==> src/dnv_regs.vh <==
// constants for the drive network variable interpreter
`ifndef DNV_REGS_VH
`define DNV_REGS_VH

// register byte offsets
`define DNV_OFS_NOM_SPEED 8'h00
`define DNV_OFS_MAX_SPEED 8'h04
`define DNV_OFS_MIN_SPEED 8'h08
`define DNV_OFS_MIN_SEND 8'h0c
`define DNV_OFS_SEND_HB 8'h10
`define DNV_OFS_RCV_TIMEOUT 8'h14
`define DNV_OFS_SCALE_DEF 8'h18
`define DNV_OFS_FREQ_LIMIT 8'h1c
`define DNV_OFS_STATE 8'h20
`define DNV_OFS_REQUESTED 8'h24

// reset values
`define DNV_NOM_SPEED_RST 16'h7fff
`define DNV_MAX_SPEED_RST 16'h4e20
`define DNV_MIN_SPEED_RST 16'h0000
`define DNV_TIME_RST 16'h0000
`define DNV_SCALE_DEF_RST 16'h0000
`define DNV_FREQ_LO_RST 16'h8001
`define DNV_FREQ_HI_RST 16'h7ffe
`define DNV_FREQ_STPT_RST 16'h7fff
`define DNV_STATE_RST 8'hff
`define DNV_CW_RST 16'h0000

// special codes
`define DNV_FREQ_NONE_LO 16'h8000
`define DNV_FREQ_NONE_HI 16'h7fff
`define DNV_SPEED_INVALID 16'h7fff
`define DNV_FREQ_INVALID 16'h8000
`define DNV_NOM_INVALID 16'h7fff
`define DNV_STATE_ON 8'h01
`define DNV_ID_MAX 16'h0001
`define DNV_CW_ON_BIT 0

// object request codes
`define DNV_REQ_RESUME_CONTROL 8'h00
`define DNV_REQ_BLOCK_CONTROL 8'h01
`define DNV_REQ_REFRESH_STATUS 8'h02
`define DNV_REQ_LIST_SUPPORTED 8'h05
`define DNV_REQ_ALLOW_CONTROL 8'h07
`define DNV_REQ_WIPE_STATUS 8'h09
`define DNV_REQ_FAULT_RESET 8'h0a
`define DNV_SUPPORTED_MASK 16'h06a7

// object status flag positions
`define DNV_ST_INVALID_ID 0
`define DNV_ST_INVALID_REQ 1
`define DNV_ST_DISABLED 2
`define DNV_ST_COMM_FAIL 3
`define DNV_ST_IN_ALARM 4
`define DNV_ST_REPORT_MASK 5

// scaling: switch percent in 0.5 % steps, level in 0.005 % steps
`define DNV_PCT_FULL 25'sh00000c8
`define DNV_LVL_FULL 33'sh000004e20
`define DNV_FREQ_DIV 16'sh000a

// timing: config times count in 0.1 s units
`define DNV_TICK_NS 100000000
`define DNV_CLK_NS 40

`endif
==> src/dnv_interp.v <==
// drive network variable interpreter: requests, setpoints, limits, feedback
`timescale 1ns/1ps
`include "dnv_regs.vh"

module dnv_interp #(
  parameter TICK_CYCLES = `DNV_TICK_NS / `DNV_CLK_NS
) (
  // clock and reset
  input wire ref_clk,
  input wire rst_n,
  // register port
  input wire [7:0] reg_addr,
  input wire [31:0] reg_wr_data,
  input wire reg_wr_en,
  input wire reg_rd_en,
  output reg [31:0] reg_rd_data,
  // network inputs
  input wire node_online,
  input wire obj_req_stb,
  input wire [15:0] obj_req_id,
  input wire [7:0] obj_req_code,
  input wire spd_stpt_stb,
  input wire [7:0] spd_stpt_pct,
  input wire [7:0] spd_stpt_state,
  input wire scale_stb,
  input wire [15:0] scale_val,
  input wire freq_stpt_stb,
  input wire [15:0] freq_stpt_val,
  input wire cw_stb,
  input wire [15:0] cw_val,
  // drive core feedback
  input wire [15:0] drv_status_word,
  input wire [15:0] drv_speed_level,
  input wire [15:0] drv_freq_tenths,
  input wire drv_fault,
  input wire drv_comm_ok,
  // drive core commands
  output reg drv_run,
  output reg drv_freq_mode,
  output reg [15:0] drv_speed_rpm,
  output reg [15:0] drv_freq_hz,
  output reg drv_fault_reset,
  output reg drv_timeout_fault,
  output reg drv_cw_active,
  output reg [15:0] drv_cw,
  // network outputs
  output reg [31:0] object_status_output,
  output reg object_status_send,
  output reg [15:0] drive_status_output,
  output reg [15:0] speed_feedback_output,
  output reg [15:0] frequency_feedback_output,
  output reg feedback_send
);

  localparam integer TICK_LAST_FULL = TICK_CYCLES - 1;
  // 22 bits hold the default tick span; a longer tick needs a wider counter
  localparam [21:0] TICK_LAST = TICK_LAST_FULL[21:0];

  // configuration
  reg [15:0] nominal_speed_config;
  reg [15:0] maximum_speed_config;
  reg [15:0] minimum_speed_config;
  reg [15:0] min_send_interval_config;
  reg [15:0] send_heartbeat_config;
  reg [15:0] receive_timeout_config;
  reg [15:0] scale_default_config;
  reg [15:0] freq_lo_reg;
  reg [15:0] freq_hi_reg;

  // stored network inputs
  reg [7:0] stpt_state_reg;
  reg [7:0] stpt_pct_reg;
  reg [15:0] scale_reg;
  reg [15:0] freq_stpt_reg;
  reg blocked_reg;
  reg fresh_reg;
  reg online_q_reg;

  // timers
  reg [21:0] tick_cnt_reg;
  reg tick_reg;
  reg [15:0] rcv_cnt_reg;
  reg [15:0] since_send_reg;

  // request decode
  reg blocked_next;
  reg fault_reset_next;
  reg [31:0] status_next;
  reg [15:0] flags;
  reg [15:0] mask;
  reg wipe;

  wire override = (drv_cw != `DNV_CW_RST);
  wire id_ok = (obj_req_id <= `DNV_ID_MAX);
  wire in_alarm = drv_fault | drv_timeout_fault;
  wire freq_mode = (freq_stpt_reg != `DNV_FREQ_NONE_LO) &&
                   (freq_stpt_reg != `DNV_FREQ_NONE_HI);

  function [0:0] in_range;
    input [15:0] v;
    input [15:0] lo;
    input [15:0] hi;
    in_range = ($signed(v) >= $signed(lo)) && ($signed(v) <= $signed(hi));
  endfunction

  always @* begin
    blocked_next = blocked_reg;
    fault_reset_next = 1'b0;
    status_next = object_status_output;
    flags = 16'h0000;
    mask = 16'h0000;
    wipe = 1'b0;
    if (obj_req_stb) begin
      if (!id_ok) begin
        flags[`DNV_ST_INVALID_ID] = 1'b1;
      end else begin
        case (obj_req_code)
          `DNV_REQ_RESUME_CONTROL, `DNV_REQ_ALLOW_CONTROL: begin
            if (!override)
              blocked_next = 1'b0;
          end
          `DNV_REQ_BLOCK_CONTROL: begin
            if (!override)
              blocked_next = 1'b1;
          end
          `DNV_REQ_REFRESH_STATUS: begin
            wipe = 1'b0;
          end
          `DNV_REQ_WIPE_STATUS: begin
            wipe = 1'b1;
          end
          `DNV_REQ_LIST_SUPPORTED: begin
            mask = `DNV_SUPPORTED_MASK;
            flags[`DNV_ST_REPORT_MASK] = 1'b1;
          end
          `DNV_REQ_FAULT_RESET: begin
            if (!override)
              fault_reset_next = 1'b1;
          end
          default: begin
            flags[`DNV_ST_INVALID_REQ] = 1'b1;
          end
        endcase
      end
      flags[`DNV_ST_DISABLED] = blocked_next;
      flags[`DNV_ST_COMM_FAIL] = !drv_comm_ok;
      flags[`DNV_ST_IN_ALARM] = in_alarm;
      status_next = wipe ? 32'h00000000 : {mask, flags};
    end
  end

  // speed path: pct in 0.5 % steps times scale in 0.005 % steps
  wire signed [24:0] pct_scale = $signed({1'b0, stpt_pct_reg}) * $signed(scale_reg);
  wire signed [24:0] level_raw = pct_scale / `DNV_PCT_FULL;
  reg signed [15:0] level_clamped;
  always @* begin
    level_clamped = level_raw[15:0];
    if (level_raw > $signed({{9{maximum_speed_config[15]}}, maximum_speed_config}))
      level_clamped = maximum_speed_config;
    else if (level_raw < $signed({{9{minimum_speed_config[15]}}, minimum_speed_config}))
      level_clamped = minimum_speed_config;
  end
  wire signed [32:0] rpm_prod = level_clamped * $signed({1'b0, nominal_speed_config});
  wire signed [32:0] rpm_full = rpm_prod / `DNV_LVL_FULL;
  wire [15:0] rpm_next = (freq_mode || nominal_speed_config == `DNV_NOM_INVALID) ?
                         16'h0000 : rpm_full[15:0];
  wire signed [15:0] hz_next = $signed(freq_stpt_reg) / `DNV_FREQ_DIV;

  // stopping: override follows the control word, otherwise state and enable
  wire run_next = override ? drv_cw[`DNV_CW_ON_BIT] :
                  ((stpt_state_reg == `DNV_STATE_ON) && !blocked_reg && fresh_reg &&
                   node_online);

  // feedback snapshot and send pacing
  wire [15:0] speed_fb = drv_comm_ok ? drv_speed_level : `DNV_SPEED_INVALID;
  wire [15:0] freq_fb = drv_comm_ok ? drv_freq_tenths : `DNV_FREQ_INVALID;
  wire changed = {drv_status_word, speed_fb, freq_fb} !=
                 {drive_status_output, speed_feedback_output, frequency_feedback_output};
  wire may_send = (min_send_interval_config == 16'h0000) ||
                  (since_send_reg >= min_send_interval_config);
  // heartbeat wins over the minimum interval
  wire hb_due = (send_heartbeat_config != 16'h0000) &&
                (since_send_reg >= send_heartbeat_config);
  wire send_now = (changed && may_send) || hb_due;

  wire timeout_hit = (receive_timeout_config != 16'h0000) &&
                     (rcv_cnt_reg >= receive_timeout_config);

  // 0.1 s tick shared by every timer
  always @(posedge ref_clk or negedge rst_n) begin
    if (!rst_n) begin
      tick_cnt_reg <= 22'h000000;
      tick_reg <= 1'b0;
    end else begin
      tick_reg <= (tick_cnt_reg == TICK_LAST);
      if (tick_cnt_reg == TICK_LAST)
        tick_cnt_reg <= 22'h000000;
      else
        tick_cnt_reg <= tick_cnt_reg + 22'h000001;
    end
  end

  // network inputs, request state and drive commands
  always @(posedge ref_clk or negedge rst_n) begin
    if (!rst_n) begin
      stpt_state_reg <= `DNV_STATE_RST;
      stpt_pct_reg <= 8'h00;
      scale_reg <= `DNV_SCALE_DEF_RST;
      freq_stpt_reg <= `DNV_FREQ_STPT_RST;
      blocked_reg <= 1'b0;
      fresh_reg <= 1'b0;
      online_q_reg <= 1'b0;
      rcv_cnt_reg <= 16'h0000;
      object_status_output <= 32'h00000000;
      object_status_send <= 1'b0;
      drv_run <= 1'b0;
      drv_freq_mode <= 1'b0;
      drv_speed_rpm <= 16'h0000;
      drv_freq_hz <= 16'h0000;
      drv_fault_reset <= 1'b0;
      drv_timeout_fault <= 1'b0;
      drv_cw_active <= 1'b0;
      drv_cw <= `DNV_CW_RST;
    end else begin
      online_q_reg <= node_online;
      blocked_reg <= blocked_next;
      object_status_output <= status_next;
      object_status_send <= obj_req_stb;
      drv_fault_reset <= fault_reset_next;
      if (cw_stb)
        drv_cw <= cw_val;
      drv_cw_active <= override;
      // a setpoint that arrives while blocking is dropped, as is old state
      if (blocked_next && !blocked_reg)
        fresh_reg <= 1'b0;
      else if (spd_stpt_stb && !blocked_reg)
        fresh_reg <= 1'b1;
      if (spd_stpt_stb && !blocked_reg) begin
        stpt_state_reg <= spd_stpt_state;
        stpt_pct_reg <= spd_stpt_pct;
      end
      if (scale_stb && !blocked_reg)
        scale_reg <= scale_val;
      else if (node_online && !online_q_reg)
        scale_reg <= scale_default_config;
      if (freq_stpt_stb && ((freq_stpt_val == `DNV_FREQ_NONE_LO) ||
          (freq_stpt_val == `DNV_FREQ_NONE_HI) ||
          in_range(freq_stpt_val, freq_lo_reg, freq_hi_reg)))
        freq_stpt_reg <= freq_stpt_val;
      if (spd_stpt_stb)
        rcv_cnt_reg <= 16'h0000;
      else if (tick_reg && rcv_cnt_reg != 16'hffff)
        rcv_cnt_reg <= rcv_cnt_reg + 16'h0001;
      // a timeout seen in the clearing cycle keeps the fault set
      if (timeout_hit)
        drv_timeout_fault <= 1'b1;
      else if (fault_reset_next)
        drv_timeout_fault <= 1'b0;
      drv_run <= run_next;
      drv_freq_mode <= freq_mode;
      drv_speed_rpm <= rpm_next;
      drv_freq_hz <= hz_next;
    end
  end

  // feedback outputs
  always @(posedge ref_clk or negedge rst_n) begin
    if (!rst_n) begin
      since_send_reg <= 16'h0000;
      drive_status_output <= 16'h0000;
      speed_feedback_output <= `DNV_SPEED_INVALID;
      frequency_feedback_output <= `DNV_FREQ_INVALID;
      feedback_send <= 1'b0;
    end else begin
      feedback_send <= send_now;
      if (send_now) begin
        since_send_reg <= 16'h0000;
        drive_status_output <= drv_status_word;
        speed_feedback_output <= speed_fb;
        frequency_feedback_output <= freq_fb;
      end else if (tick_reg && since_send_reg != 16'hffff) begin
        since_send_reg <= since_send_reg + 16'h0001;
      end
    end
  end

  // register port
  always @(posedge ref_clk or negedge rst_n) begin
    if (!rst_n) begin
      nominal_speed_config <= `DNV_NOM_SPEED_RST;
      maximum_speed_config <= `DNV_MAX_SPEED_RST;
      minimum_speed_config <= `DNV_MIN_SPEED_RST;
      min_send_interval_config <= `DNV_TIME_RST;
      send_heartbeat_config <= `DNV_TIME_RST;
      receive_timeout_config <= `DNV_TIME_RST;
      scale_default_config <= `DNV_SCALE_DEF_RST;
      freq_lo_reg <= `DNV_FREQ_LO_RST;
      freq_hi_reg <= `DNV_FREQ_HI_RST;
      reg_rd_data <= 32'h00000000;
    end else begin
      if (reg_wr_en) begin
        case (reg_addr)
          `DNV_OFS_NOM_SPEED: nominal_speed_config <= reg_wr_data[15:0];
          // a limit that would cross the other one is refused
          `DNV_OFS_MAX_SPEED: begin
            if ($signed(reg_wr_data[15:0]) >= $signed(minimum_speed_config))
              maximum_speed_config <= reg_wr_data[15:0];
          end
          `DNV_OFS_MIN_SPEED: begin
            if ($signed(reg_wr_data[15:0]) <= $signed(maximum_speed_config))
              minimum_speed_config <= reg_wr_data[15:0];
          end
          `DNV_OFS_MIN_SEND: min_send_interval_config <= reg_wr_data[15:0];
          `DNV_OFS_SEND_HB: send_heartbeat_config <= reg_wr_data[15:0];
          `DNV_OFS_RCV_TIMEOUT: receive_timeout_config <= reg_wr_data[15:0];
          `DNV_OFS_SCALE_DEF: scale_default_config <= reg_wr_data[15:0];
          `DNV_OFS_FREQ_LIMIT: begin
            freq_lo_reg <= reg_wr_data[15:0];
            freq_hi_reg <= reg_wr_data[31:16];
          end
          default: begin
          end
        endcase
      end
      if (reg_rd_en) begin
        case (reg_addr)
          `DNV_OFS_NOM_SPEED: reg_rd_data <= {16'h0000, nominal_speed_config};
          `DNV_OFS_MAX_SPEED: reg_rd_data <= {16'h0000, maximum_speed_config};
          `DNV_OFS_MIN_SPEED: reg_rd_data <= {16'h0000, minimum_speed_config};
          `DNV_OFS_MIN_SEND: reg_rd_data <= {16'h0000, min_send_interval_config};
          `DNV_OFS_SEND_HB: reg_rd_data <= {16'h0000, send_heartbeat_config};
          `DNV_OFS_RCV_TIMEOUT: reg_rd_data <= {16'h0000, receive_timeout_config};
          `DNV_OFS_SCALE_DEF: reg_rd_data <= {16'h0000, scale_default_config};
          `DNV_OFS_FREQ_LIMIT: reg_rd_data <= {freq_hi_reg, freq_lo_reg};
          `DNV_OFS_STATE: reg_rd_data <= {16'h0000, stpt_state_reg, 2'b00,
                                          drv_timeout_fault, drv_freq_mode,
                                          override, fresh_reg, blocked_reg, drv_run};
          `DNV_OFS_REQUESTED: reg_rd_data <= {drv_speed_rpm, drv_freq_hz};
          default: reg_rd_data <= 32'h00000000;
        endcase
      end else begin
        reg_rd_data <= 32'h00000000;
      end
    end
  end

endmodule // dnv_interp

==> config.mk <==
export PLATFORM = sky130hd
export DESIGN_NAME = dnv_interp
export DESIGN_NICKNAME = d
export VERILOG_FILES = /design/src/dnv_interp.v
export VERILOG_INCLUDE_DIRS = /design/src
export SDC_FILE = /design/constraint.sdc
export NUM_CORES = 2
export LEC_CHECK = 0
export ABC_AREA = 1
export BUFFER_PORTS_ARGS = -buffer_cell sky130_fd_sc_hd__buf_2
export CAP_MARGIN = 20
export CORE_MARGIN = 2
export CORE_UTILIZATION = 55
export CTS_CLUSTER_SIZE = 24
export DETAILED_ROUTE_END_ITERATION = 8
export GPL_TIMING_DRIVEN = 0
export PLACE_DENSITY = 0.74
export SLEW_MARGIN = 20
export SYNTH_ARGS = -nofsm -noshare
export SYNTH_HDL_FRONTEND = slang
export SYNTH_SLANG_ARGS = --single-unit
==> constraint.sdc <==
create_clock -name ref_clk -period 45.7 [get_ports ref_clk]
set_input_delay 4.57 -clock ref_clk [delete_from_list [all_inputs] [get_ports ref_clk]]
set_output_delay 4.57 -clock ref_clk [all_outputs]
set_load 0.02 [all_outputs]
Word-level counts from Yosys, hierarchy flattened
Cells that the tools add are included.

word-level totals
  input bits = 188
  register bits = 417
  word-level logic and storage cells = 162

cells by class
  reduce and logical (&&, ||, !) cells = 44
  div/mod/pow operators = 3
  equality and inequality tests = 25
  bitwise logic cells = 1
  add/sub/neg operators = 3
  order comparisons = 10
  multiplexer cells = 39
  multipliers = 2

operators by type and width
  cell                    count
  $pmux 32 s10            1
  $mux 16                 11
  $ge 16x16->1            5
  $mux 32                 2
  $ne 16x16->1 const B    3
  $ne 48x48->1            1
  $reduce_bool 16->1      3
  $div 33x16->33 const B  1
  $mul 16x17->33          1
  $add 16x1->16 const B   2
  $eq 16x15->1 const B    2
  $eq 8x4->1 const B      4
  $eq 8x5->1 const B      4
  $le 16x16->1            2
  $div 25x9->25 const B   1
  $gt 25x16->1            1
  $lt 25x16->1            1
  $mul 9x16->25           1
  $eq 8x3->1 const B      3
  $add 22x1->22 const B   1
  $eq 22x22->1 const B    1
  $mux 11                 2
  $mux 22                 1
  $mux 1                  21
  other kinds (19)        52

Longest topological paths before layout
  depth after elaboration = 8
  gate-level depth with buffers = 337
  depth with buffers taken out = 323

Least setup slack after synthesis
No wires, ideal clock.

  path type = reg-to-reg
  start point = register scale_reg[15]
  end point = register drv_speed_rpm[14]
  stages on the path, launching flop included = 287
  required time = 45.623 ns
  path slack = 10.425 ns
  data arrival time = 35.198 ns
  setup time = 0.077 ns
  cells stage by stage = dfrtp_1 clkbuf_1 nand2_1 inv_1 fa_1 inv_1 fa_1 inv_2 fa_1 inv_1 fa_1 inv_1 ha_1 nand2_2 inv_1 nand3_2 nor2_1 nand3_1 (+251 left out) nor2_2 nand2_2 nand2_4 buf_12 nand2_4 xor2_2 clkinv_1 nand2_2 nor2_4 ha_1 inv_1 nor4_2 inv_2 nor3_2 nand4_1 o41ai_2 o21ai_0 a21oi_1

on the way
  word-level cells in the longest chain between the ends = 8
  elaborated cells on any way between the ends = 9
  those cells by class = mul (2); div (2); order compare (2); mux (3)

ends and longest elaborated chain
  element                       line              text
  start: declaration            dnv_interp.v:73   reg [15:0] scale_reg;
  start signal: assignment      dnv_interp.v:208  scale_reg <= `DNV_SCALE_DEF_RST;
  start signal: assignment      dnv_interp.v:243  scale_reg <= scale_val;
  start signal: assignment      dnv_interp.v:245  scale_reg <= scale_default_config;
  $mul 9x16->25 (*)             dnv_interp.v:153  wire signed [24:0] pct_scale = $signed({1'b0, stpt_pct_reg}) * $signed(scale_reg);
  $div 25x9->25 (no line) (*)   n/a
  $lt 25x16->1                  dnv_interp.v:160  else if (level_raw < $signed({{9{minimum_speed_config[15]}}, minimum_speed_config}))
  $mux 16                       dnv_interp.v:160
  $mux 16 (*)                   dnv_interp.v:158  if (level_raw > $signed({{9{maximum_speed_config[15]}}, maximum_speed_config}))
  $mul 16x17->33 (*)            dnv_interp.v:163  wire signed [32:0] rpm_prod = level_clamped * $signed({1'b0, nominal_speed_config});
  $div 33x16->33 (no line) (*)  n/a
  $mux 16 (*)                   dnv_interp.v:165  wire [15:0] rpm_next = (freq_mode || nominal_speed_config == `DNV_NOM_INVALID) ?
  net rpm_next[14]              dnv_interp.v:165
  end signal: assignment        dnv_interp.v:261  drv_speed_rpm <= rpm_next;
  end: declaration              dnv_interp.v:40   output reg [15:0] drv_speed_rpm,

The timed path passes the listed nets; every way through them passes the cells marked *.
A chain may end at the register's enable or synchronous reset.

Worst setup path in the final report
  start point = register stpt_pct_reg[5]
  end point = register drv_speed_rpm[14]

on the way
  word-level cells in the longest chain between the ends = 8
  elaborated cells on any way between the ends = 9
  those cells by class = mul (2); div (2); order compare (2); mux (3)

ends and longest elaborated chain
  element                       line              text
  start: declaration            dnv_interp.v:72   reg [7:0] stpt_pct_reg;
  start signal: assignment      dnv_interp.v:240  stpt_pct_reg <= spd_stpt_pct;
  $mul 9x16->25 (*)             dnv_interp.v:153
  $div 25x9->25 (no line) (*)   n/a
  $lt 25x16->1                  dnv_interp.v:160
  $mux 16                       dnv_interp.v:160
  $mux 16 (*)                   dnv_interp.v:158
  $mul 16x17->33 (*)            dnv_interp.v:163
  $div 33x16->33 (no line) (*)  n/a
  $mux 16 (*)                   dnv_interp.v:165
  net rpm_next[14]              dnv_interp.v:165

Marks and branches as above.

==> parameters.txt <==
Parameter                              Value

Cells and area
  Sequential cell area in the final layout ... 9880 um^2
  Max FFs per register ... 32
  Final #Nets ... 8161
  Proportion of layout cells with a drive suffix above 1 ... 0.193
  Synth-to-layout area growth ... 9.83%
  Number of fillers in the final layout ... 8326
  Area of the multi-input gates ... 34500 um^2

Die
  Die Y-Extent ... 308 um
  I/O pins ... 355
  Starting Density ... 0.554
  Standard cell core area ... 91500 um^2
  Chip Width ... 308 um
  Overall die area ... 94600 um^2
  Std-Cell Rows ... 111

Placement
  Buffers added on ports ... 332
  Final HPWL from detailed placement ... 121000 um
  GP Congestion ... 1.03

Synthesis
  Mapped Avg Cell Area ... 7.31 um^2
  Syn Inst Count ... 6928
  Flop and latch count out of synthesis ... 391
  Number of enable-type register cells in the synthesized netlist ... 0
  Top_reg_cell synth ... dfrtp_1
  Sequential share of the synthesized area ... 0.195
  Cell area after synthesis ... 50700 um^2
  Yosys warning total ... 0
  Async set-reset flop share out of synthesis ... 1.00
  Number of different library cells in the post-synthesis netlist ... 86

Critical path
  CP max FO ... 10
  Critical path capture point type ... register
  Arrival time of the worst setup path ... 42.41 ns
  Family with the most delay on the worst path ... simple AND/OR/NAND/NOR gates
  Worst path required time ... 46.25 ns
  Startpoint Class ... register
  Cell repeated most along the worst path ... nand2_4
  Largest stage delay on the critical path ... 0.58 ns
  Buffering stage count on the worst path with inverters included ... 41
  Worst path slowest cell ... fa_1
  Setup CP Type ... register to register

Timing
  Final Hold Viols ... 0
  Max Fclk ... 0.0239 GHz
  Setup TNS ... 0 ns
  Max Slew Vio Count ... 0
  RSZ-0062 raised after global routing ... no
  Post-route clock period utilization ... 0.916
  Slew Limit Headroom ... 0.340
  Post-Route Skew ... 0.0389 ns
  Post-layout minimum cycle time ... 41.86 ns
  Total of endpoints with negative setup slack in the final report ... 0
  Slew @ Worst Pin ... 0.980 ns

Clock network
  Clk_lat worst skew ... 0.62 ns
  Number of buffers created by CTS ... 45
  Number of H-tree levels ... 2
  Cell at the root of the clock tree ... clkbuf_16
  Clock Sinks ... 391
  Post CTS Setup Buffer Count ... 0
  CTS tree ... done
  Buffer levels on the longest clock path ... 3
  Clock-pin slew of the registers on the worst-case setup and hold paths ... 0.06 ns

Routing
  Routed WL ... 147000 um
  Routed wirelength normalized by instance count ... 17.2 um
  Vias per inst ... 5.46
  Number of iterations in the first detailed-routing pass ... 5
  Antenna Nets Post-Route ... 0
  Number of DRC markers after the initial detailed-route iteration ... 4132
  Number of DRC violations after detailed routing ... 0
  Count of vias placed by the detailed router ... 46700

Hold path
  Type of the most critical hold path ... register to register

Global routing
  Number of global-route vias before repair ... 45100
  Overall track demand over capacity in global routing ... 0.312
  Met2 layer usage reported by global route ... 0.511
  GRT met1 Usage ... 0.411
  Number of antenna violations at the first check in global routing ... 6
  Global-route wire length before repair ... 238000 um
  Total congestion overflow ... 0
  Gr busiest metal ... met2
  Met3 Usage GRT ... 0.0646
  Maximum number of pins on one net before global-route repair ... 96

Flow run
  Maximum capacitance violations ... 0

Run status
  Result of the run ... completed
kinds of logic (layout without fill, tap and decap cells):
kind of cell	Yosys count	after routing	share of synthesized area
simple gates	3344	3344	0.344
buf+inv	1535	1956	0.125
compound gates	802	802	0.0959
fa+ha+maj	642	642	0.202
flops	391	391	0.195
xor+xnor	212	212	0.0372
other cells	1	22	0.0000740
mux	1	1	0.000222
tightest hold or removal path, delay by kind of cell, from the launching register on:
family	cells	cell delay, ns
flip-flops	1	0.38
AND/OR/NAND/NOR	2	0.11
cells in the mapped netlist (17+ instances only):
| cell | count | area (um^2) |
|---|---|---|
| xnor2_1 | 56 | 490 |
| buf_4 | 26 | 195 |
| clkinv_1 | 26 | 97.6 |
| xor2_1 | 154 | 1350 |
| nand3_4 | 22 | 385 |
| o22ai_1 | 41 | 257 |
| a21oi_1 | 205 | 1030 |
| nand3_1 | 428 | 2140 |
| nand2_1 | 1526 | 5730 |
| nand3_2 | 48 | 480 |
| nor3_1 | 48 | 240 |
| nor2_1 | 433 | 1630 |
| dfrtp_1 | 316 | 7910 |
| nand4_1 | 124 | 776 |
| o211ai_1 | 26 | 195 |
| o21ai_1 | 30 | 150 |
| nor2_4 | 43 | 484 |
| or2_2 | 26 | 163 |
| clkbuf_1 | 132 | 495 |
| nor4_1 | 40 | 250 |
| a221oi_1 | 20 | 175 |
| fa_1 | 296 | 5930 |
| o21ai_0 | 326 | 1630 |
| nand2_2 | 296 | 1850 |
| inv_1 | 1225 | 4600 |
| nand2_4 | 194 | 2180 |
| inv_2 | 63 | 236 |
| nor2_2 | 59 | 369 |
| dfstp_2 | 75 | 1970 |
| ha_1 | 346 | 4330 |
| o221ai_1 | 17 | 149 |
routing by layer:
| metal | routed length (um) | share of wire | vias up |
|---|---|---|---|
| li1 | - | - | 22600 |
| met1 | 60700 | 0.41 | 22000 |
| met2 | 67700 | 0.46 | 1780 |
| met3 | 13400 | 0.091 | 329 |
| met4 | 5580 | 0.038 | 6 |
| met5 | 45 | 0.00031 | - |
cell type report:
class,count,share of cell area
diodes,3,0.000135
inverters,1344,0.0930
flip-flops and latches,391,0.177
multi-input cells,5020,0.621
clock buffers,65,0.0239
repair buffers,339,0.0324
plain buffers,190,0.0211
clock inverters,18,0.00468
well taps,1186,0.0267
through the flow:
step / std cells / utilization / worst slack (ns) / cell area, um^2 / hold slack [ns]
finish: 8556 / 0.608 / 3.84 / 55700 / 0.486
CTS: 8554 / 0.608 / 3.25 / 55600 / 0.486
global route: 8553 / 0.608 / 0.00943 / 55600 / 0.498
floorplan: 6946 / - / 10.43 / 50700 / 0.451
detailed placement: 8471 / 0.590 / 3.40 / 54000 / 0.473
global placement: 8464 / 0.589 / 4.14 / 53900 / 0.463
cells in the final DEF (no fill, tap or decap), types with 20 or more instances in the layout:
master and n:
clkinv_1 26, a221oi_1 20, o211ai_1 26, dfrtp_1 316, o21ai_0 322, ha_1 346
o22ai_1 41, nand3_2 48, nor2_1 433, clkbuf_16 46, nand3_4 22, xnor2_1 56
inv_1 1225, fa_1 296, nand2_1 1526, or2_2 26, buf_2 333, xor2_1 154
nand4_1 124, a21oi_1 205, inv_2 63, nor2_2 59, nor3_1 48, nand3_1 428
dfstp_2 75, nor2_4 43, nand2_4 194, buf_4 28, clkbuf_1 135, o21ai_1 34
nand2_2 296, nor4_1 37
path summary, 6_finish.rpt:
check / startpoint / to / slack [ns] / cells after the start
worst max-delay path: stpt_pct_reg[5] / drv_speed_rpm[14] / 3.84 / 285
worst max register to register: stpt_pct_reg[5] / drv_speed_rpm[14] / 3.84 / 285
worst min-delay path: speed_feedback_output[12] / speed_feedback_output[12] / 0.49 / 2
worst min register to register: speed_feedback_output[12] / speed_feedback_output[12] / 0.49 / 2
min in group asynchronous: rst_n / drive_status_output[1] / 3.90 / 1
max in group asynchronous: rst_n / freq_hi_reg[8] / 40.58 / 3
timing repair:
item | CTS | global route
hold buffers | 0 | 0
endpoints found under the hold margin | 0 | 0
setup endpoints to repair | 0 | 6
resized for setup | 0 | 10
Power is left out: the tool's default activity adds up to more than one toggle a clock period on the data nets, which glitch-free logic cannot reach.
